<file path="src/inc/ddu_pkg.sv">
// Constants for the dual converter update formatter
// How it works
// - A channel's enable bit at 0 turns its output pin off and shuts the converter down; at 1 the pin is active.
// - Control bits 6 and 5 read as zero and ignore writes.
// - In update mode 00 the code reaches the converter latch when software writes the high byte.
// - In modes 01, 10 and 11 the latch updates only on a timer 3, timer 4 or timer 2 overflow.
// - Format 000 takes the code from high bits 3:0 and the whole low byte.
// - Format 001 takes high bits 4:0 and low bits 7:1.
// - Format 010 takes high bits 5:0 and low bits 7:2.
// - Format 011 takes high bits 6:0 and low bits 7:3.
// - Any format with its top bit set takes the whole high byte and low bits 7:4.
// - The second channel has its own enable, mode and format fields and updates on its own high byte.
// - In write mode a low byte write is held until the high byte is written.
// - In timer modes both bytes are held and copied to the latch together on the chosen overflow.
// - The low register reads back the last written value; the high register reads its latch.
`default_nettype none

package ddu_pkg;

	// ----------------------------------------
	// Register addresses
	// ----------------------------------------
	localparam logic [7:0] CH0_CODE_LOW_BYTE     = 8'hd2;
	localparam logic [7:0] CH0_CODE_HIGH_BYTE    = 8'hd3;
	localparam logic [7:0] CH0_CONVERTER_CONTROL = 8'hd4;
	localparam logic [7:0] CH1_CODE_LOW_BYTE     = 8'hd5;
	localparam logic [7:0] CH1_CODE_HIGH_BYTE    = 8'hd6;
	localparam logic [7:0] CH1_CONVERTER_CONTROL = 8'hd7;

	// ----------------------------------------
	// Control fields and reset values
	// ----------------------------------------
	localparam int         ENABLE_BIT    = 7;
	localparam int         MODE_LSB      = 3;
	localparam int         FORMAT_LSB    = 0;
	localparam logic [7:0] CONTROL_MASK  = 8'h9f;
	localparam logic [7:0] CONTROL_RESET = 8'h00;
	localparam logic [7:0] DATA_RESET    = 8'h00;
	localparam logic [11:0] CODE_RESET   = 12'h000;

	// ----------------------------------------
	// Update modes
	// ----------------------------------------
	localparam logic [1:0] MODE_ON_WRITE = 2'h0;
	localparam logic [1:0] MODE_TIMER3   = 2'h1;
	localparam logic [1:0] MODE_TIMER4   = 2'h2;
	localparam logic [1:0] MODE_TIMER2   = 2'h3;

endpackage

`default_nettype wire

</file>
<file path="src/verilog/ddu_channel.sv">
// One converter channel: control, data bytes, formatting and latch
`timescale 1ns/10ps
`default_nettype none

module ddu_channel (
	// Clock and reset
	input  wire logic        core_clk,
	input  wire logic        resetn,
	// Register writes decoded for this channel
	input  wire logic        wr_low,
	input  wire logic        wr_high,
	input  wire logic        wr_control,
	input  wire logic [7:0]  wr_data,
	// Timer overflow pulses
	input  wire logic        t2_pulse,
	input  wire logic        t3_pulse,
	input  wire logic        t4_pulse,
	// State
	output logic      [7:0]  low_byte,
	output logic      [7:0]  high_latch,
	output logic      [7:0]  control,
	output logic      [11:0] code
);

	// ----------------------------------------
	// Formatting
	// ----------------------------------------
	function automatic logic [11:0] ddu_format(input logic [2:0] fmt,
						   input logic [7:0] hi,
						   input logic [7:0] lo);
		logic [11:0] r;
		r = {hi, lo[7:4]};
		if (!fmt[2]) begin
			case (fmt[1:0])
				2'h0: r = {hi[3:0], lo};
				2'h1: r = {hi[4:0], lo[7:1]};
				2'h2: r = {hi[5:0], lo[7:2]};
				default: r = {hi[6:0], lo[7:3]};
			endcase
		end
		return r;
	endfunction

	logic [7:0] high_byte;
	logic [7:0] low_latch;

	wire logic [1:0] mode      = control[ddu_pkg::MODE_LSB +: 2];
	wire logic [2:0] fmt       = control[ddu_pkg::FORMAT_LSB +: 3];
	wire logic       timer_hit = (mode == ddu_pkg::MODE_TIMER3 && t3_pulse) ||
				     (mode == ddu_pkg::MODE_TIMER4 && t4_pulse) ||
				     (mode == ddu_pkg::MODE_TIMER2 && t2_pulse);
	wire logic       write_hit = (mode == ddu_pkg::MODE_ON_WRITE) && wr_high;
	// Write-mode transfer uses the byte being written so it lands in the same cycle
	wire logic [7:0] next_high = wr_high ? wr_data : high_byte;
	wire logic [7:0] next_low  = wr_low ? wr_data : low_byte;

	// ----------------------------------------
	// Registers
	// ----------------------------------------
	always_ff @(posedge core_clk) begin
		if (!resetn) begin
			control    <= ddu_pkg::CONTROL_RESET;
			low_byte   <= ddu_pkg::DATA_RESET;
			high_byte  <= ddu_pkg::DATA_RESET;
			low_latch  <= ddu_pkg::DATA_RESET;
			high_latch <= ddu_pkg::DATA_RESET;
			code       <= ddu_pkg::CODE_RESET;
		end else begin
			if (wr_control) begin
				control <= wr_data & ddu_pkg::CONTROL_MASK;
			end
			low_byte  <= next_low;
			high_byte <= next_high;
			if (write_hit || timer_hit) begin
				low_latch  <= next_low;
				high_latch <= next_high;
			end
			code <= ddu_format(fmt, high_latch, low_latch);
		end
	end

endmodule

`default_nettype wire

</file>
<file path="src/verilog/ddu_top.sv">
// Dual converter update formatter: register port and two channels
`timescale 1ns/10ps
`default_nettype none

module ddu_top (
	// Clock and reset
	input  wire logic        core_clk,
	input  wire logic        resetn,
	// Special function register port
	input  wire logic [7:0]  sfr_addr,
	input  wire logic        sfr_wr,
	input  wire logic        sfr_rd,
	input  wire logic [7:0]  sfr_wdata,
	output logic      [7:0]  sfr_rdata,
	// Timer overflow pulses, one cycle each
	input  wire logic        timer2_overflow,
	input  wire logic        timer3_overflow,
	input  wire logic        timer4_overflow,
	// Converter side
	output logic      [11:0] ch0_code,
	output logic      [11:0] ch1_code,
	output logic             ch0_output_enable,
	output logic             ch1_output_enable,
	output logic             ch0_shutdown,
	output logic             ch1_shutdown
);

	// ----------------------------------------
	// Address decode
	// ----------------------------------------
	wire logic hit_l0 = sfr_addr == ddu_pkg::CH0_CODE_LOW_BYTE;
	wire logic hit_h0 = sfr_addr == ddu_pkg::CH0_CODE_HIGH_BYTE;
	wire logic hit_c0 = sfr_addr == ddu_pkg::CH0_CONVERTER_CONTROL;
	wire logic hit_l1 = sfr_addr == ddu_pkg::CH1_CODE_LOW_BYTE;
	wire logic hit_h1 = sfr_addr == ddu_pkg::CH1_CODE_HIGH_BYTE;
	wire logic hit_c1 = sfr_addr == ddu_pkg::CH1_CONVERTER_CONTROL;

	logic [7:0]  low0;
	logic [7:0]  high0;
	logic [7:0]  ctl0;
	logic [7:0]  low1;
	logic [7:0]  high1;
	logic [7:0]  ctl1;
	logic [11:0] code0;
	logic [11:0] code1;

	ddu_channel u_ch0 (
		.core_clk   (core_clk),
		.resetn     (resetn),
		.wr_low     (sfr_wr && hit_l0),
		.wr_high    (sfr_wr && hit_h0),
		.wr_control (sfr_wr && hit_c0),
		.wr_data    (sfr_wdata),
		.t2_pulse   (timer2_overflow),
		.t3_pulse   (timer3_overflow),
		.t4_pulse   (timer4_overflow),
		.low_byte   (low0),
		.high_latch (high0),
		.control    (ctl0),
		.code       (code0)
	);

	ddu_channel u_ch1 (
		.core_clk   (core_clk),
		.resetn     (resetn),
		.wr_low     (sfr_wr && hit_l1),
		.wr_high    (sfr_wr && hit_h1),
		.wr_control (sfr_wr && hit_c1),
		.wr_data    (sfr_wdata),
		.t2_pulse   (timer2_overflow),
		.t3_pulse   (timer3_overflow),
		.t4_pulse   (timer4_overflow),
		.low_byte   (low1),
		.high_latch (high1),
		.control    (ctl1),
		.code       (code1)
	);

	// ----------------------------------------
	// Read mux, registered
	// ----------------------------------------
	logic [7:0] rd_sel;
	always_comb begin
		if (hit_l0) begin
			rd_sel = low0;
		end else if (hit_h0) begin
			rd_sel = high0;
		end else if (hit_c0) begin
			rd_sel = ctl0;
		end else if (hit_l1) begin
			rd_sel = low1;
		end else if (hit_h1) begin
			rd_sel = high1;
		end else if (hit_c1) begin
			rd_sel = ctl1;
		end else begin
			rd_sel = 8'h00;
		end
	end

	always_ff @(posedge core_clk) begin
		if (!resetn) begin
			sfr_rdata         <= ddu_pkg::DATA_RESET;
			ch0_code          <= ddu_pkg::CODE_RESET;
			ch1_code          <= ddu_pkg::CODE_RESET;
			ch0_output_enable <= 1'h0;
			ch1_output_enable <= 1'h0;
			ch0_shutdown      <= 1'h1;
			ch1_shutdown      <= 1'h1;
		end else begin
			sfr_rdata         <= sfr_rd ? rd_sel : 8'h00;
			ch0_code          <= code0;
			ch1_code          <= code1;
			ch0_output_enable <= ctl0[ddu_pkg::ENABLE_BIT];
			ch1_output_enable <= ctl1[ddu_pkg::ENABLE_BIT];
			ch0_shutdown      <= !ctl0[ddu_pkg::ENABLE_BIT];
			ch1_shutdown      <= !ctl1[ddu_pkg::ENABLE_BIT];
		end
	end

endmodule

`default_nettype wire

</file>
<file path="config.mk">
export PLATFORM = sky130hd
export DESIGN_NAME = ddu_top
export DESIGN_NICKNAME = d
export VERILOG_FILES = /design/src/inc/ddu_pkg.sv /design/src/verilog/ddu_channel.sv /design/src/verilog/ddu_top.sv
export SDC_FILE = /design/constraint.sdc
export NUM_CORES = 1
export LEC_CHECK = 0
export BUFFER_PORTS_ARGS = -buffer_cell sky130_fd_sc_hd__buf_2
export CAP_MARGIN = 10
export CORE_ASPECT_RATIO = 0.8
export CORE_UTILIZATION = 60
export CTS_BUF_LIST = sky130_fd_sc_hd__clkbuf_8
export CTS_CLUSTER_DIAMETER = 60
export DETAILED_ROUTE_END_ITERATION = 10
export PLACE_DENSITY_LB_ADDON = 0.2
export RECOVER_POWER = 50
export SKIP_CTS_REPAIR_TIMING = 1
export SLEW_MARGIN = 20
export SYNTH_ARGS = -nofsm -noshare
export SYNTH_HDL_FRONTEND = slang
export SYNTH_HIERARCHICAL = 1
export SYNTH_SLANG_ARGS = --single-unit
</file>
<file path="constraint.sdc">
create_clock -name core_clk -period 4 [get_ports core_clk]
set_clock_uncertainty 0.2 [all_clocks]
set_input_delay 0.2 -clock core_clk [delete_from_list [all_inputs] [get_ports core_clk]]
set_output_delay 0.2 -clock core_clk [all_outputs]
set_load 0.05 [all_outputs]
</file>
==> results.json, run 1 <==
{
  "min_path_cells": 3,
  "path_clk_slew_ns": 0.08,
  "setup_viol": 0,
  "rr_startpoint": "u_ch0/control[1]",
  "ys.flop_type": "dfxtp_1",
  "synth_area_leaders": "dfxtp_1 (47%), mux2i_1 (11%), mux2_2 (6.2%), nor2b_1 (4.3%), nor2_1 (2.9%)",
  "yosysMostFrequentCell": "dfxtp_1",
  "grt_max_degree": 53,
  "start_util_pct": 63.20,
  "layout_worst_path_cycle_share_pct": 66.41,
  "path_max_fanout": 52,
  "fill_cells": 742,
  "r2r_cells": 4,
  "cp_slowest_cell": "clkbuf_1",
  "pre_cts_slack_ns": 1.061,
  "yosysWarnings": 6,
  "fin_crit_ns": 2.656,
  "synth_edf_count": 0,
  "post-route-drc-count": 7,
  "status": "complete, but fails checks",
  "syn_area_per_cell_um2": 10.13,
  "netlist_area_um2": 5834,
  "ys_types": 38,
  "maxSlewHeadroom_pct": -30.49,
  "dieArea_um2": 10130,
  "root_buffer": "clkbuf_8",
  "min_path_type": "input pin to flip-flop",
  "violations": "design-rule violations, max-capacitance violations, max-slew violations",
  "rsz0062_at_grt": "no",
  "fmax_mhz": 376.5,
  "htree_num_levels": 4,
  "ir_drop_mv": 0.2673,
  "gp_congestion": 0.8479,
  "vias": 4226,
  "path_delay_family": "buffers and inverters",
  "tritoncts": "done",
  "numCtsBuffers": 17,
  "synth_top_area_share_pct": 46.67,
  "arrival_ns": 2.84,
  "cp-end-kind": "flip-flop",
  "antenna_found_initial": 0,
  "synth-seq-area-share_pct": 46.67,
  "fin_ws_ns": 1.344,
  "worst-setup-path-type": "input pin to flip-flop",
  "synth.top_cells.by_count": "dfxtp_1 (136), mux2i_1 (66), nor2_1 (45)",
  "min_to": "sfr_rdata[6]",
  "cp.required_ns": 4.19,
  "grt_pass1_wl_um": 20000,
  "yosysTopAreaCell": "dfxtp_1",
  "io_pins": 59,
  "cpMostUsedCell": "clkbuf_1",
  "fin_setup_tns_ns": 0,
  "power.density_nw_per_um2": 408.8,
  "final_max_slew_viol_count": 53,
  "grt-ovfl-total": 0,
  "drtPass1Iterations": 8,
  "nets": 647,
  "avgViaCountPerCell": 5.620,
  "antenna_left": 0,
  "path_buf_inv": 2,
  "port_buffers": 58,
  "syn_inst": 576,
  "hpwl_um": 8474,
  "track_usage_pct": 25.83,
  "core_area_um2": 9231,
  "reg2reg_setup_slack_ns": 2.21,
  "insertion_delay_ns": 0.43,
  "p_leak_nw": 2.804,
  "wirelength_um": 12590,
  "start_kind": "input pin",
  "grt_pass1_vias": 3848,
  "syn2layout_area_growth_pct": 11.32,
  "worstPathCellList": "clkbuf_1 -> clkbuf_1 -> nor2b_1 -> a21o_1",
  "rows": 31,
  "synthArstFlopShare_pct": 0,
  "clock_path_buffers": 2,
  "max_stage_delay_ns": 1.37,
  "tightest_slew_ns": 1.957,
  "die_w_um": 112.3,
  "diodes": 0,
  "final-hold-violation-count": 0,
  "drtIter0Drc": 375,
  "drive_gt1_share_pct": 18.37,
  "hold_path.startpoint": "sfr_rd",
  "ys_ff_latch": 136,
  "reg2reg_to": "sfr_rdata[1]",
  "clock_sinks": 136,
  "cap_violations": 1,
  "power.total_w": 0.002655,
  "fp.dieH_um": 90.20,
  "wl_per_cell_um": 16.74
}
[metal layers]
| layer | wire length [um] | GRT usage, % | part of all wire [%] |
|---|---|---|---|
| met1 | 6067 | 36.21 | 48 |
| met2 | 5448 | 38.41 | 43 |
| met3 | 825 | 5.664 | 6.6 |
| met4 | 249 | 10.89 | 2.0 |
| met5 | 0 | 0 | 0 |
[cells in the final DEF (no fill, tap or decap), drive strengths merged]
cell	instances
a211o	8
a211oi	2
a21o	32
a22o	8
a22oi	8
and2	24
and2b	8
and3	1
buf	25
bufinv	4
clkbuf	57
clkinv	5
clkinvlp	2
conb	4
dfxtp	136
dlygate4sd3	8
inv	8
mux2	32
mux2i	66
mux4	2
nand2	38
nand2b	2
nand3	24
nand4b	1
nand4bb	1
nor2	45
nor2b	40
nor3	9
nor3b	4
nor4bb	8
o21ai	22
o31ai	2
or4b	1
[flip-flops by register name, summed over array words and instances, names as in the netlist, 12 cells and up]
name / flops
u_ch1/code: 12
ch1_code: 12
ch0_code: 12
u_ch0/code: 12
[layout make-up]
| type | instances | area (um2) | share of cell area [%] |
|---|---|---|---|
| well taps | 115 | 143.9 | 2.215 |
| clock buffers | 17 | 234.0 | 3.602 |
| clock inverters | 15 | 201.4 | 3.102 |
| inverters | 4 | 15.01 | 0.2312 |
| repair buffers | 73 | 365.4 | 5.625 |
| flip-flops and latches | 136 | 2723 | 41.92 |
| multi-input cells | 392 | 2813 | 43.31 |
[tightest hold or removal path, delay by kind of cell]
family	cells	cell delay, ns
simple gates	2	0.34
buf+inv	1	0.10
[power breakdown]
group	leakage, nW	total [W]	switching, W	internal (W)
Combinational	1.49	0.0000893	0.0000570	0.0000323
Sequential	1.09	0.00135	0.000000543	0.00135
Clock	0.218	0.00121	0.000529	0.000683
Total	2.80	0.00265	0.000587	0.00207
[logic make-up (layout without fill, tap and decap cells)]
family	count (synthesis)	count (layout)	synth area share [%]
compound gates	82	82	10.25
buf+inv	50	109	5.340
other cells	2	4	0.1287
mux	100	100	18.27
flops	136	136	46.67
simple gates	206	206	19.34
[through the flow]
stage	cell area, um2	hold WS, ns	cells	util [%]
finish	6495	0.05093	752	70.36
detailed placement	6037	0.2169	712	65.40
global placement	6032	0.2148	712	65.34
CTS	6472	-0.05402	744	70.11
floorplan	5842	0.1217	578	-
global route	6495	0.05752	752	70.36
[worst max-delay path by stage]
stage | from | end | cells after the start | slack, ns
2_1_floorplan | sfr_addr[3] | u_ch1/high_latch[7] | 9 | 1.68
3_3_place_gp | sfr_addr[3] | u_ch1/high_latch[7] | 9 | 1.21
3_5_place_dp | sfr_addr[3] | u_ch1/low_latch[5] | 9 | 1.06
4_1_cts | sfr_addr[3] | u_ch1/low_latch[5] | 9 | 1.52
5_1_grt | resetn | u_ch0/high_latch[0] | 4 | 1.03
6_report | resetn | u_ch0/low_latch[7] | 4 | 1.34
(Power assumes the default switching activity.)
==> run 2: changes to the inputs <==
- ABC_AREA: default -> 1
- clock period: 4 -> 2.7 ns (I/O delays scaled with it)
==> run 2 against run 1 <==
Effect of this change: the run ends with negative hold slack left; power rose by 49%; largest cell class unchanged; highest routed layer unchanged; synthesized cell count rose by 56%; register-to-register slack got worse by 1.3 ns; worst hold slack got worse by 0.097 ns; via count rose by 35%; non-clock buffer count rose by 2; critical path type unchanged; final area rose by 6.0%; sequential share of layout area fell by 2.4 points; largest power group unchanged; utilization fell by 0.19 points.
==> results.json, run 2 <==
{
  "status": "complete, but fails checks",
  "violations": "negative hold slack",
  "syn2layout_area_growth_pct": 12.11,
  "vias": 5724,
  "die_w_um": 115.1,
  "ir_drop_mv": 0.4388,
  "synth_area_leaders": "dfxtp_1 (44%), nand2_1 (13%), nor2_1 (9.8%), inv_1 (7.1%), nand3_1 (5.9%)",
  "placed_area_um2": 6434,
  "cap_violations": 0,
  "grt_max_degree": 39,
  "yosysTopAreaCell": "dfxtp_1",
  "drtPass1Iterations": 5,
  "max_stage_delay_ns": 0.57,
  "synth.top_cells.by_count": "nand2_1 (219), nor2_1 (161), dfxtp_1 (136)",
  "start_util_pct": 62.59,
  "wirelength_um": 14890,
  "hpwl_um": 10190,
  "antenna_left": 0,
  "layout_common_cells": "nand2_1 (219), nor2_1 (161), dfxtp_1 (136), inv_1 (117), nand3_1 (72)",
  "syn_area_per_cell_um2": 6.829,
  "maxSlewHeadroom_pct": 46.85,
  "root_buffer": "clkbuf_8",
  "core_area_um2": 9809,
  "grt_use_met3_pct": 6.937,
  "cp_slowest_cell": "clkbuf_1",
  "power.total_w": 0.003957,
  "track_usage_pct": 29.37,
  "p_leak_nw": 3.273,
  "synth_edf_count": 0,
  "multi_input_area_um2": 2725,
  "clock_path_buffers": 2,
  "antenna_found_initial": 0,
  "htree_num_levels": 4,
  "worstPathCellList": "dlygate4sd3_1 -> buf_2 -> clkbuf_1 -> o21ai_0 -> a21oi_1",
  "nets": 974,
  "synth-seq-area-share_pct": 44.34,
  "ys_ff_latch": 136,
  "tritoncts": "done",
  "start_kind": "input pin",
  "dieArea_um2": 10640,
  "avgViaCountPerCell": 5.208,
  "cp.required_ns": 2.87,
  "fill_cells": 891,
  "worst-setup-path-type": "input pin to flip-flop",
  "ys_types": 24,
  "post-route-drc-count": 0,
  "layout_worst_path_cycle_share_pct": 72.05,
  "yosysWarnings": 6,
  "wl_per_cell_um": 13.55,
  "power.density_nw_per_um2": 574.9,
  "fmax_mhz": 514.1,
  "port_buffers": 58,
  "fp.dieH_um": 92.48,
  "r2r_cells": 5,
  "tightest_slew_ns": 0.7943,
  "use_met1_pct": 45.05,
  "grt-ovfl-total": 0,
  "grt_pass1_wl_um": 24080,
  "gp_congestion": 0.8805,
  "ys.flop_type": "dfxtp_1",
  "clock_sinks": 136,
  "cp-end-kind": "flip-flop",
  "io_pins": 59,
  "design_area_um2": 6883,
  "final_core_util_pct": 70.17,
  "diodes": 0,
  "rows": 32,
  "fin_crit_ns": 1.945,
  "synth_top_area_share_pct": 44.34,
  "top_usage_layer": "met1",
  "setup_viol": 0,
  "path_buf_inv": 3,
  "rsz0062_at_grt": "no",
  "drive_gt1_share_pct": 9.138,
  "yosysMostFrequentCell": "nand2_1",
  "fin_ws_ns": 0.7547,
  "path_delay_family": "buffers and inverters",
  "pre_cts_slack_ns": 0.5727,
  "final_common_cell": "nand2_1",
  "netlist_area_um2": 6140,
  "syn_inst": 899,
  "path_depth": 5,
  "arrival_ns": 2.11,
  "whs_ns": -0.04597,
  "final_max_slew_viol_count": 0,
  "met2_usage_pct": 40.51,
  "final-hold-violation-count": 4,
  "min_path_cells": 6,
  "grt_pass1_vias": 4905,
  "synthArstFlopShare_pct": 0,
  "drtIter0Drc": 583,
  "min_path_type": "input pin to flip-flop",
  "path_clk_slew_ns": 0.07,
  "fin_setup_tns_ns": 0,
  "path_max_fanout": 28,
  "insertion_delay_ns": 0.44,
  "numCtsBuffers": 17,
  "seq_area_um2": 2723
}
[run 2: metal layers]
metal  part of all wire (%)  up-vias
li1                       -     2869
met1                     48     2526
met2                     40      305
met3                     11       24
met4                    1.4        0
met5                      0        -
[run 2: cell type report]
| type | count | area share, % |
|---|---|---|
| Inverter | 120 | 6.544 |
| Tap cell | 136 | 2.472 |
| Timing Repair Buffer | 75 | 5.617 |
| Sequential cell | 136 | 39.56 |
| Clock buffer | 18 | 3.599 |
| Clock inverter | 13 | 2.618 |
| Multi-Input combinational cell | 601 | 39.59 |
[run 2: through the flow]
step	cells	hold WS (ns)
after global routing	1099	0.001728
final	1099	-0.04597
after detailed placement	1061	0.1961
after CTS	1092	-0.1972
after global placement	1061	0.1946
after floorplan	901	0.1013
[run 2: worst min-delay path: cells and delay by family]
kind                   cells  cell delay, ns
AND/OR/NAND/NOR            5            0.32
buffers and inverters      1            0.09
[run 2: cells by family after synthesis]
| group | share of synthesized area [%] |
|---|---|
| and+or+nand+nor | 33.71 |
| buffers and inverters | 11.39 |
| DFF | 44.34 |
| AOI/OAI and AO/OA | 10.43 |
| other | 0.1223 |
[run 2: path summary, 6_finish.rpt]
| check | start | to | slack [ns] |
|---|---|---|---|
| min | timer3_overflow | u_ch1/high_latch[0] | -0.05 |
| max reg2reg | u_ch0/control[0] | u_ch0/code[11] | 0.90 |
| min reg2reg | u_ch0/code[2] | ch0_code[2] | 0.21 |
| max | resetn | u_ch1/control[2] | 0.75 |
[run 2: report_power, final]
part           switching, W  internal (W)
logic              0.000108     0.0000449
clock network      0.000766       0.00102
registers        0.00000611       0.00201
total              0.000880       0.00308
